**src/core/reset_flags_consts.vh**
```
// Behaviour
// - Trap conflict reset sets bit 15; cleared only by rst, power-on or software.
// - Illegal opcode, address mode or uninitialised pointer reset sets bit 14.
// - Bit 13 turns brown-out detection on or off; zero after power-on.
// - Bits 12, 11 and 9 read zero and ignore writes.
// - Sleep with deep sleep enabled sets bit 10; software or power-on clears.
// - Bit 8 keeps program memory bias powered in sleep when set.
// - Master clear pin reset sets bit 7; power-on clears it.
// - Reset instruction sets bit 6; power-on clears it.
// - Bit 5 enables watchdog; fuse at one forces watchdog on regardless.
// - Watchdog time-out sets bit 4; power-save instruction or power-on clears.
// - Sleep instruction sets bit 3, idle instruction sets bit 2.
// - Bit 1 set by every brown-out and power-on reset; reset value one.
// - Bit 0 set by power-on reset; reset value one.
// - Software may set or clear flags; setting never causes a reset.
// - With switching on, power-on/brown-out take initial select, except fast RC on a two-speed power-on; others keep current.
// - With switching off, clock source comes from configuration bits, except fast RC on a two-speed power-on.
// - Release delay: power-on plus timer, brown-out timer only, others none.
// - Power-up timer delay is 64 ms when enabled, else zero.
// - Crystal and secondary sources wait 1024 oscillator periods on 10-bit counter.
// - Clock delays run alongside release delay; execution waits for both.
// - Two-speed start-up begins on fast RC oscillator after power-on.
// - Clock-fail monitor starts only after its own delay past reset release.
// - Any active reset source asserts the single system reset.
`ifndef RESET_FLAGS_CONSTS_VH
`define RESET_FLAGS_CONSTS_VH
`define RCC_ADDR 12'h000
`define RCC_RESET 16'h0003
`define RCC_WMASK 16'he5ff
`define BIT_TRAP 15
`define BIT_ILLOP 14
`define BIT_SW_BROWNOUT_ENABLE 13
`define BIT_DEEP_SLEEP_FLAG 10
`define BIT_PROGMEM_SLEEP_POWER 8
`define BIT_PIN 7
`define BIT_SOFT 6
`define BIT_SWDT 5
`define BIT_WATCHDOG_TIMEOUT_FLAG 4
`define BIT_SLEEP 3
`define BIT_IDLE 2
`define BIT_BOR 1
`define BIT_POR 0
`define OSC_FRC 3'h0
`define CLK_HZ 50000000
`define POWERUP_TIMER_MS 64
`define POWERUP_TIMER_CYCLES ((`POWERUP_TIMER_MS * (`CLK_HZ / 1000)))
`define POR_DELAY_CYCLES 1000
`define OST_PERIODS 1024
`define LOCK_CYCLES 2000
`define CLOCK_FAIL_MONITOR_CYCLES 100
`endif

```
**src/core/reset_flags_and_release_timing.v**
```verilog
`timescale 1ns/100ps
`include "reset_flags_consts.vh"
module reset_flags_and_release_timing #(
   parameter [31:0] powerup_timer_cycles = `POWERUP_TIMER_CYCLES,
   parameter [31:0] por_cycles = `POR_DELAY_CYCLES,
   parameter [31:0] lock_cycles = `LOCK_CYCLES
) (
   input wire clk,
   input wire rst,
   input wire ce,
   input wire psel,
   input wire penable,
   input wire pwrite,
   input wire [11:0] paddr,
   input wire [31:0] pwdata,
   output wire [31:0] prdata,
   output wire pready,
   output wire pslverr,
   input wire por_event,
   input wire bor_event,
   input wire pin_reset_n,
   input wire reset_instr,
   input wire wdt_timeout,
   input wire trap_conflict,
   input wire illegal_op,
   input wire sleep_instr,
   input wire idle_instr,
   input wire deep_sleep_en,
   input wire watchdog_fuse_enable,
   input wire clk_switch_en,
   input wire two_speed_en,
   input wire powerup_timer_en,
   input wire clock_fail_monitor_en,
   input wire [2:0] initial_osc_select,
   input wire needs_ost,
   input wire needs_pll,
   input wire osc_tick,
   output reg system_reset,
   output reg cpu_run,
   output reg [2:0] current_osc_select,
   output reg clock_fail_monitor_on,
   output wire brownout_enable,
   output wire watchdog_enable,
   output wire progmem_sleep_power
);

// =====================================================
// Pin and oscillator synchronisers
reg pin_s1;
reg pin_s2;
reg osc_s1;
reg osc_s2;
reg osc_d;
wire pin_rst;
wire osc_edge;

// The pin idles high, so the chain resets high and rst leaves no false pin reset
always @(posedge clk or posedge rst) begin
   if (rst) begin
      pin_s1 <= 1'b1;
      pin_s2 <= 1'b1;
   end else if (ce) begin
      pin_s1 <= pin_reset_n;
      pin_s2 <= pin_s1;
   end
end
assign pin_rst = ~pin_s2;

// The oscillator must run well below clk, or its edges are lost in sampling
always @(posedge clk or posedge rst) begin
   if (rst) begin
      osc_s1 <= 1'b0;
      osc_s2 <= 1'b0;
      osc_d <= 1'b0;
   end else if (ce) begin
      osc_s1 <= osc_tick;
      osc_s2 <= osc_s1;
      osc_d <= osc_s2;
   end
end
assign osc_edge = osc_s2 & ~osc_d;

// =====================================================
// Reset sources
wire any_src = por_event | bor_event | pin_rst | reset_instr | wdt_timeout | trap_conflict | illegal_op;

// =====================================================
// Register decode
function reg_hit;
   input [11:0] a;
   begin
      reg_hit = (a == `RCC_ADDR);
   end
endfunction

reg [15:0] rcc;
reg [15:0] next_rcc;
wire wr_acc = psel & penable & pwrite & reg_hit(paddr);
wire [15:0] wdat = pwdata[15:0] & `RCC_WMASK;

// =====================================================
// Flag update
always @* begin
   next_rcc = rcc;
   // Software write first so hardware sets in the same cycle win
   if (wr_acc) begin
      next_rcc = wdat;
   end
   // A time-out in the same cycle outranks the power-save clear
   if (wdt_timeout == 1'b0 && (sleep_instr | idle_instr)) begin
      next_rcc[`BIT_WATCHDOG_TIMEOUT_FLAG] = 1'b0;
   end
   if (trap_conflict) begin
      next_rcc[`BIT_TRAP] = 1'b1;
   end
   if (illegal_op) begin
      next_rcc[`BIT_ILLOP] = 1'b1;
   end
   if (sleep_instr & deep_sleep_en) begin
      next_rcc[`BIT_DEEP_SLEEP_FLAG] = 1'b1;
   end
   if (pin_rst) begin
      next_rcc[`BIT_PIN] = 1'b1;
   end
   if (reset_instr) begin
      next_rcc[`BIT_SOFT] = 1'b1;
   end
   if (wdt_timeout) begin
      next_rcc[`BIT_WATCHDOG_TIMEOUT_FLAG] = 1'b1;
   end
   if (sleep_instr) begin
      next_rcc[`BIT_SLEEP] = 1'b1;
   end
   if (idle_instr) begin
      next_rcc[`BIT_IDLE] = 1'b1;
   end
   if (bor_event) begin
      next_rcc[`BIT_BOR] = 1'b1;
   end
   if (por_event) begin
      // Power-on wipes everything except the two power flags
      next_rcc = `RCC_RESET;
   end
end

// Cause flags sit outside the reset they record, so system_reset never clears them; rst, power-on and software writes do
always @(posedge clk or posedge rst) begin
   if (rst) begin
      rcc <= `RCC_RESET;
   end else if (ce) begin
      rcc <= next_rcc;
   end
end

assign brownout_enable = rcc[`BIT_SW_BROWNOUT_ENABLE];
assign watchdog_enable = rcc[`BIT_SWDT] | watchdog_fuse_enable;
assign progmem_sleep_power = rcc[`BIT_PROGMEM_SLEEP_POWER];

// =====================================================
// Read path
reg [31:0] rdata;
reg [31:0] rd_word;
always @* begin
   rd_word = 32'h00000000;
   if (reg_hit(paddr)) begin
      rd_word = {16'h0000, rcc};
   end
end

// Captured at the setup edge so that the access phase answers with no wait state
always @(posedge clk or posedge rst) begin
   if (rst) begin
      rdata <= 32'h00000000;
   end else if (ce && psel && !penable && !pwrite) begin
      rdata <= rd_word;
   end
end
assign prdata = rdata;
assign pready = 1'b1;
assign pslverr = psel & penable & ~reg_hit(paddr);

// =====================================================
// Release timing
localparam ST_IDLE = 3'b001;
localparam ST_HOLD = 3'b010;
localparam ST_WAIT = 3'b100;
reg [2:0] state;
reg [2:0] next_state;
reg [31:0] rst_cnt;
reg [31:0] clk_cnt;
reg [9:0] ost_cnt;
reg ost_done;
reg clk_ok;
reg [31:0] clock_fail_monitor_cnt;
wire clock_fail_monitor_run = !system_reset && clock_fail_monitor_en && !clock_fail_monitor_on;

function [31:0] delay_for;
   input p;
   input b;
   input t;
   reg [31:0] timer;
   begin
      // The power-up timer adds nothing at all when it is disabled
      timer = t ? powerup_timer_cycles : 32'h00000000;
      if (p) begin
         delay_for = por_cycles + timer;
      end else if (b) begin
         delay_for = timer;
      end else begin
         delay_for = 32'h00000000;
      end
   end
endfunction

// =====================================================
// Release state machine
always @* begin
   next_state = state;
   case (state)
      ST_HOLD: begin
         if (rst_cnt == 32'h00000000) begin
            next_state = ST_WAIT;
         end
      end
      ST_WAIT: begin
         if (clk_ok) begin
            next_state = ST_IDLE;
         end
      end
      ST_IDLE: begin
         next_state = ST_IDLE;
      end
      default: begin
         next_state = ST_HOLD;
      end
   endcase
   if (any_src) begin
      next_state = ST_HOLD;
   end
end

always @(posedge clk or posedge rst) begin
   if (rst) begin
      state <= ST_HOLD;
   end else if (ce) begin
      state <= next_state;
   end
end

// A source held over several cycles keeps reloading the count
always @(posedge clk or posedge rst) begin
   if (rst) begin
      rst_cnt <= 32'h00000000;
   end else if (ce) begin
      if (any_src) begin
         rst_cnt <= delay_for(por_event, bor_event, powerup_timer_en);
      end else if (state == ST_HOLD && rst_cnt != 32'h00000000) begin
         rst_cnt <= rst_cnt - 32'h00000001;
      end
   end
end

always @(posedge clk or posedge rst) begin
   if (rst) begin
      system_reset <= 1'b1;
   end else if (ce) begin
      if (any_src) begin
         system_reset <= 1'b1;
      end else if (state == ST_HOLD && rst_cnt == 32'h00000000) begin
         system_reset <= 1'b0;
      end
   end
end

// Code runs only once both the release delay and the clock delay are over
always @(posedge clk or posedge rst) begin
   if (rst) begin
      cpu_run <= 1'b0;
   end else if (ce) begin
      if (any_src) begin
         cpu_run <= 1'b0;
      end else if (state == ST_WAIT && clk_ok) begin
         cpu_run <= 1'b1;
      end
   end
end

// =====================================================
// Oscillator start-up counter
always @(posedge clk or posedge rst) begin
   if (rst) begin
      ost_cnt <= 10'h000;
      ost_done <= 1'b0;
   end else if (ce) begin
      if (any_src) begin
         ost_cnt <= 10'h000;
         // Sources without a crystal need no start-up count
         ost_done <= ~needs_ost;
      end else if (!ost_done && osc_edge) begin
         ost_cnt <= ost_cnt + 10'h001;
         if (ost_cnt == 10'h3ff) begin
            ost_done <= 1'b1;
         end
      end
   end
end

// =====================================================
// Lock wait
always @(posedge clk or posedge rst) begin
   if (rst) begin
      clk_cnt <= 32'h00000000;
      clk_ok <= 1'b0;
   end else if (ce) begin
      if (any_src) begin
         clk_cnt <= needs_pll ? lock_cycles : 32'h00000000;
         clk_ok <= 1'b0;
      end else begin
         // Runs alongside the release count rather than after it
         if (clk_cnt != 32'h00000000) begin
            clk_cnt <= clk_cnt - 32'h00000001;
         end
         clk_ok <= ost_done && (clk_cnt == 32'h00000000);
      end
   end
end

// =====================================================
// Clock source at reset
always @(posedge clk or posedge rst) begin
   if (rst) begin
      current_osc_select <= `OSC_FRC;
   end else if (ce) begin
      if (any_src) begin
         if (two_speed_en && por_event) begin
            current_osc_select <= `OSC_FRC;
         end else if (!clk_switch_en || por_event || bor_event) begin
            current_osc_select <= initial_osc_select;
         end
      end
   end
end

// =====================================================
// Clock-fail monitor start
// Counting starts only once the system reset has been released
always @(posedge clk or posedge rst) begin
   if (rst) begin
      clock_fail_monitor_cnt <= 32'h00000000;
   end else if (ce) begin
      if (any_src) begin
         clock_fail_monitor_cnt <= 32'h00000000;
      end else if (clock_fail_monitor_run && clock_fail_monitor_cnt != `CLOCK_FAIL_MONITOR_CYCLES) begin
         clock_fail_monitor_cnt <= clock_fail_monitor_cnt + 32'h00000001;
      end
   end
end

always @(posedge clk or posedge rst) begin
   if (rst) begin
      clock_fail_monitor_on <= 1'b0;
   end else if (ce) begin
      if (any_src) begin
         clock_fail_monitor_on <= 1'b0;
      end else if (clock_fail_monitor_run && clock_fail_monitor_cnt == `CLOCK_FAIL_MONITOR_CYCLES) begin
         clock_fail_monitor_on <= 1'b1;
      end
   end
end
endmodule

```
**config.mk**
```make
export PLATFORM = sky130hd
export DESIGN_NAME = reset_flags_and_release_timing
export DESIGN_NICKNAME = d
export VERILOG_FILES = /design/src/core/reset_flags_and_release_timing.v
export VERILOG_INCLUDE_DIRS = /design/src /design/src/core
export SDC_FILE = /design/constraint.sdc
export NUM_CORES = 1
export LEC_CHECK = 0
export CAP_MARGIN = 20
export CORE_ASPECT_RATIO = 0.6
export CORE_MARGIN = 10
export CORE_UTILIZATION = 58
export CTS_BUF_LIST = sky130_fd_sc_hd__clkbuf_8
export CTS_CLUSTER_DIAMETER = 60
export DETAILED_ROUTE_END_ITERATION = 16
export DONT_BUFFER_PORTS = 1
export HOLD_SLACK_MARGIN = 0.05
export PLACE_DENSITY_LB_ADDON = 0.2
export SLEW_MARGIN = 20
export SYNTH_ARGS = -nofsm -noshare
export SYNTH_HDL_FRONTEND = slang
export SYNTH_SLANG_ARGS = --single-unit
export TNS_END_PERCENT = 30
```
**constraint.sdc**
```tcl
create_clock -name clk -period 11.15 [get_ports clk]
set_input_delay 0 -clock clk [delete_from_list [all_inputs] [get_ports clk]]
set_output_delay 0 -clock clk [all_outputs]
set_load 0.02 [all_outputs]
```
==> metrics.txt, run 1 <==
number of antenna violations at the first check in global routing=0; I/O pin count=114; Hold Violations, Final=0; largest net degree at the start of global routing=84; CTS sink cnt=between 100 and 150; CTS max path bufs=2; Synth Register Bits=148; crit path kind=flop to flop; Post-synth EDFFs=0; die area=18,700 sq um; Post-synth top cells=dfrtp_1, nor2_1, nand2_1; Slew headroom=~29%; HP Class=input port to flop; drt pass-1 iters=5; area delta synth->final=12.1%; fin crit share=a little over a third; Worst-path clk slew=0.09 ns; Hold-fix buffers, CTS=46; Overflow after GRT=0; PwrDens=129 nW/um^2; hold wc startpoint=pwrite; Num CTS Buffers=17; H-tree depth=4; Max VDD drop=0.0000840 V; Tot GR Track Use=21.8%; via count=6,718; unrepaired setup endpoints after global routing=false; root buf cell=clkbuf_8; CORE AREA=roughly 13,000 sq um; Crit path depth=9; share of the synthesized area in the top cell type=between 40 and 50%; Port Buffer Count=0; multi-input logic area=3800 sq um; Final HPWL DP=13,200 microns; Die Width=around 170 microns; main flop type after synthesis=dfrtp_1; Mapped Avg Cell Area=9.04 sq um; top-count cell post-synth=dfrtp_1; Nets=between 900 and 1k; dpl ws=a little over 8 ns; initial drt markers=around 740; endpoints failing setup=0; Tot Pwr=1.13 mW; # Max-Cap Violations=0; Hold Crit Depth=5; Filler cells=991; ANT cells=0; Setup crit end kind=flop; Cell variety after synth=70; register area share after synthesis=47.5%; flop2flop setup slack=7.20 ns; Site Rows=32; Initial Util=between 60% and 70%; vias in the first global route=6,493; setup bufs post-CTS=0; crit-path cells=or4b_1 > or2_1 > buf_4 > nand2_1 > a21oi_1 > nand3_1 > dlygate4sd3_1 > o21ai_0 > dlygate4sd3_1; final wirelength=19,800 microns; CP peak stage delay=~0.57 ns; r2r endpoint=current_osc_select[2]$_DFFE_PP0P_; Slowest cell on crit path=dlygate4sd3_1; Max FO, Critical Path=21; status=finished, final reports clean; Worst-Margin Slew=1.06 ns; layout cell share with drive strength beyond 1=7.68%; Worst EP required=11.47 ns; Die Ht=roughly 110 microns; cell accounting for the most synthesized area=dfrtp_1; Final Max Tran Viols=0; register area=3710 sq um; Worst Path Buf+Inv=3; async set or reset register ratio after synthesis=100%; Critical R2R Launch=pin_s2$_DFFE_PP1P_; ranking of synthesized cells by area=dfrtp_1, nor2_1, xor2_1; CP dominant cell by count=dlygate4sd3_1; startpoint type of the worst setup path=flop; Mapped Cells=864; CTS tree=built; Fin Clk Skew=0.0140 ns; hold-critical path endpoint=rcc[1]$_DFFE_PP1P_; routability congestion estimate=a little under 0.9; Remaining DRCs=0; Setup TNS=0 ns; cell family with the largest share of critical-path delay=simple AND/OR/NAND/NOR gates; global-route wire length before repair=33,100 microns; Syn. warnings=0; synthesized cell area=roughly 7800 sq um; DR WL/cell=18.3 microns; Crit path arrival time=4.27 ns; Clock Latency Late Sink=0.45 ns; minimum clock period=3.95 ns; post-route setup slack=7.20 ns; path depth of the worst reg2reg path=9; FMAX=253 MHz; post-DR vias/cell=6.21; antenna-violating nets left=0; Lkg Pwr=3.74 nW; Post-CTS Resized=0
power breakdown:
part / switching (mW) / internal (mW)
combinational: 0.0731 / 0.0440
sequential: 0.0182 / 0.555
clock: 0.218 / 0.224
worst reg2reg max path, delay by kind of cell (launching register included):
kind / cells / cell delay, ns
simple gates: 4 / 1.54
buf+inv: 3 / 1.45
flops: 1 / 0.56
compound gates: 2 / 0.28
layout make-up:
type	count	share of cell area, %
flip-flops and latches	148	42.4
clock buffers	17	2.67
multi-input cells	657	43.4
inverters	20	0.914
repair buffers	54	6.10
clock inverters	15	2.06
well taps	170	2.43
layout by cell type, fill, tap and decap left out, types with 7 or more instances in the layout:
cell type,count
xor2_1,55
o41ai_1,7
and3_1,12
xnor2_1,13
nor4_1,22
dfrtp_1,142
clkbuf_8,17
inv_1,18
conb_1,20
dlygate4sd3_1,45
o22a_1,7
or3_1,10
o21ai_1,37
a21oi_1,41
or4_1,8
nand2_1,72
nand3_1,35
nand4_1,30
nor2_1,138
buf_4,7
nor3_1,22
o21ai_0,29
layer usage:
metal | up-vias | GRT usage [%] | part of all wire, %
met5 | - | 0 | 0
met4 | 0 | 6.05 | 1.3
met3 | 38 | 5.19 | 8.7
met2 | 313 | 34.0 | 46
met1 | 3260 | 29.8 | 44
li1 | 3107 | - | -
sequential cells by signal, summed over array words and instances (netlist names), 3 cells and up:
name                    flops
clk_cnt                    32
rcc                        13
clock_fail_monitor_cnt     32
state                       3
prdata                     13
rst_cnt                    32
ost_cnt                    10
current_osc_select          3
how the worst max path moves through the flow:
stage	to	startpoint	slack, ns
2_1_floorplan	clk_cnt[0]$_DFFE_PP0P_	rst	7.18
3_3_place_gp	clk_cnt[7]$_DFFE_PP0P_	clk_cnt[8]$_DFFE_PP0P_	8.26
3_5_place_dp	clk_cnt[7]$_DFFE_PP0P_	clk_cnt[8]$_DFFE_PP0P_	8.09
4_1_cts	current_osc_select[2]$_DFFE_PP0P_	pin_s2$_DFFE_PP1P_	7.20
5_1_grt	current_osc_select[0]$_DFFE_PP0P_	pin_s2$_DFFE_PP1P_	7.00
6_report	current_osc_select[2]$_DFFE_PP0P_	pin_s2$_DFFE_PP1P_	7.20
cell families (layout without fill, tap and decap cells):
group / count (synthesis) / in the layout / share of synthesized area [%]
mux: 5 / 5 / 0.721
buf+inv: 77 / 106 / 4.84
flops: 148 / 148 / 47.5
compound gates: 160 / 160 / 12.4
simple gates: 399 / 399 / 26.0
fa+ha+maj: 5 / 5 / 0.801
other cells: 2 / 20 / 0.0961
xor+xnor: 68 / 68 / 7.62
metrics by stage:
| stage | hold slack (ns) | cell area [sq um] | cells | utilization [%] |
|---|---|---|---|---|
| final | 0.103 | 8760 | 1081 | 67.3 |
| after global routing | 0.128 | 8760 | 1081 | 67.3 |
| after CTS | 0.0562 | 8750 | 1081 | 67.3 |
| after detailed placement | -0.00470 | 7870 | 1003 | 60.5 |
| after global placement | -0.0191 | 7870 | 1003 | 60.5 |
| after floorplan | 0.0952 | 7880 | 882 | - |
(Power assumes the default switching activity.)
==> run 2, diff against run 1 <==
- ABC_AREA: default -> 1
- clock period: 11.15 -> 3.81 ns (I/O delays scaled with it)
==> metrics.txt, run 2 <==
status=finished with violations; violated checks=negative hold slack; async set or reset register ratio after synthesis=100% (unchanged); routability congestion estimate=0.913 (+3.3%); HP Class=input port to flop; Seq pwr share=46.1% (-4.5 points); Final Max Tran Viols=0 (unchanged); Setup crit end kind=flop; Lkg Pwr=5.12 nW (+37%); share of the synthesized area in the top cell type=36.7% (-8.8 points); startpoint type of the worst setup path=input port; PwrDens=336 nW/um^2 (+160%); unrepaired setup endpoints after global routing=false; I/O pin count=114 (unchanged); Num CTS Buffers=17 (unchanged); Worst-path clk slew=0.09 ns (about the same); drt pass-1 iters=5 (unchanged); Setup TNS=0 ns (unchanged); CORE AREA=16,300 sq um (+25%); Min Hold Slack=-0.00205 ns (-0.105 ns); switch share=29.2% (+1.8 points); vias in the first global route=8,719 (+34%); Worst-Margin Slew=1.04 ns (-0.0171 ns); commonest non-fill, non-tap cell in the layout=nand2_1; crit path kind=input port to flop; Crit path arrival time=3.97 ns (-0.30 ns); Overflow after GRT=0 (unchanged); DP Cell Count=1,685 (+68%); Post-synth top cells=nand2_1, nor2_1, dfrtp_1; fin crit share=93.2%; FMAX=282 MHz; Port Buffer Count=0 (unchanged); H-tree depth=4 (unchanged); register area share after synthesis=38.3% (-9.2 points); final wirelength=26,500 microns (+34%); Hold Violations, Final=1 (+1); setup bufs post-CTS=0 (unchanged); root buf cell=clkbuf_8; Die Ht=120 microns (+9.3%); Clock Power Share=41.1% (+2.0 points); Fin Clk Skew=0.0127 ns (-0.00124 ns); number of antenna violations at the first check in global routing=1 (+1); Mapped Avg Cell Area=6.49 sq um (-28%); Final HPWL DP=17,200 microns (+30%); CTS sink cnt=148 (unchanged); Layout Cells excl Fill=1,777 (+64%); Max VDD drop=0.000212 V (+150%); Max FO, Critical Path=39 (+86%); design area=10,800 sq um (+23%); endpoints failing setup=0 (unchanged); antenna-violating nets left=0 (unchanged); initial drt markers=981 (+32%); DR WL/cell=14.9 microns (-19%); cell accounting for the most synthesized area=dfrtp_1; Nets=1,610 (+65%); # Max-Cap Violations=0 (unchanged); Placed Area=9750 sq um (+24%); area delta synth->final=11.5%; Tot GR Track Use=23.6% (+1.8 points); biggest regs=clk_cnt (32), clock_fail_monitor_cnt (32), rst_cnt (32); total internal power=2.57 mW (+210%); Clock Latency Late Sink=0.49 ns (+0.04 ns); most frequent cells in the layout=nand2_1, nor2_1, dfrtp_1, nand3_1, inv_1; Initial Util=59.4% (-0.61 points); Remaining DRCs=0 (unchanged); largest net degree at the start of global routing=149 (+77%); Tot Pwr=3.63 mW (+220%); global-route wire length before repair=44,100 microns (+33%); die area=22,400 sq um (+20%); main flop type after synthesis=dfrtp_1; synthesized cell area=9690 sq um (+24%); Worst EP required=4.23 ns (-7.24 ns); Post-synth EDFFs=0 (unchanged); minimum clock period=3.55 ns; CTS tree=built; Synth Register Bits=148 (unchanged); combinational fraction of design power=12.8% (+2.5 points); Site Rows=36 (+13%); Syn. warnings=0 (unchanged); CTS max path bufs=2 (unchanged); Cell variety after synth=38 (-46%); via count=9,524 (+42%); top-count cell post-synth=nand2_1; Net Switching=1.06 mW (+240%); ranking of synthesized cells by area=dfrtp_1, nand2_1, nor2_1; Die Width=187 microns (+10%); Slew headroom=30.4% (+1.6 points); post-DR vias/cell=5.36 (-14%); layout cell share with drive strength beyond 1=4.98% (-2.7 points); Mapped Cells=1,494 (+73%)
[run 2: cell count changes after synthesis, moves of 12 or more]
cell / before / now
nand2_1: 72 / 509
nor2_1: 139 / 257
inv_1: 19 / 134
nand3_1: 35 / 140
o21ai_0: 29 / 83
xor2_1: 55 / 22
a21oi_1: 41 / 17
nor4_1: 22 / 1
o21ai_1: 37 / 16
clkbuf_1: 26 / 11
buf_2: 5 / 18
and3_1: 12 / 0
[run 2: metal layers]
| metal | vias up | GRT usage (%) | routed length (microns) |
|---|---|---|---|
| met3 | 41 | 4.54 | 2040 |
| met2 | 368 | 33.6 | 11100 |
| met1 | 4347 | 34.9 | 12900 |
| met4 | 0 | 7.97 | 425 |
| met5 | - | 0 | 0 |
| li1 | 4768 | - | - |
[run 2: through the flow]
step	worst slack [ns]	utilization, %	hold WS [ns]
global placement	1.14	59.8	0.0822
detailed placement	1.10	59.8	0.101
global route	0.0723	66.2	0.0625
finish	0.260	66.3	-0.00205
CTS	0.440	66.1	0.0573
floorplan	1.95	-	0.0962
[run 2: layout make-up]
cell class	count	area [sq um]
Fill cell	1434	5500
Clock buffer	18	248
Timing Repair Buffer	63	627
Inverter	141	536
Antenna cell	2	5.00
Tap cell	228	285
Clock inverter	14	225
Sequential cell	148	3710
Multi-Input combinational cell	1163	5170
[run 2: what timing repair did]
item	4_1_cts	5_1_grt
hold buffers	56	1
setup endpoints to repair	0	0
gates resized for setup	0	0
hold endpoints to repair	226	2
[run 2: logic make-up after synthesis]
family	share of synthesized area (%)
and+or+nand+nor	41.9
buffers and inverters	9.14
DFF	38.3
AOI/OAI and AO/OA	7.36
xor gates and xnor gates	2.62
adders and majority gates	0.646
other	0.0775
[run 2: critical path: stages]
cell and delay [ns]:
dlygate4sd3_1 0.92, inv_2 0.30, nand2_2 0.23, inv_2 0.09
nand4_2 0.11, nand2_2 0.13, buf_4 0.34, a21oi_1 0.41
nand3_1 0.15, dlygate4sd3_1 0.60, o21ai_0 0.09, dlygate4sd3_1 0.59
[run 2: final timing paths]
check	slack, ns	to	depth (start not counted)	from
hold / removal	-0.002	prdata[5]$_DFFE_PP0P_	3	ce
max in group asynchronous	2.97	clock_fail_monitor_cnt[18]$_DFFE_PP0P_	3	rst
setup reg to reg	0.52	current_osc_select[0]$_DFFE_PP0P_	10	pin_s2$_DFFE_PP1P_
min in group asynchronous	0.19	clk_cnt[5]$_DFFE_PP0P_	3	rst
setup / recovery	0.26	current_osc_select[0]$_DFFE_PP0P_	12	por_event
hold reg to reg	0.48	pin_s1$_DFFE_PP1P_	2	pin_s1$_DFFE_PP1P_
[run 2: power groups by stage]
| stage | logic (mW) | registers [mW] | clock network [mW] |
|---|---|---|---|
| 2_1_floorplan | 0.338 | 1.69 | 0 |
| 3_3_place_gp | 0.381 | 1.70 | 0 |
| 3_5_place_dp | 0.389 | 1.70 | 0 |
| 4_1_cts | 0.451 | 1.67 | 1.50 |
| 5_1_grt | 0.527 | 1.68 | 1.57 |
| 6_report | 0.466 | 1.68 | 1.49 |
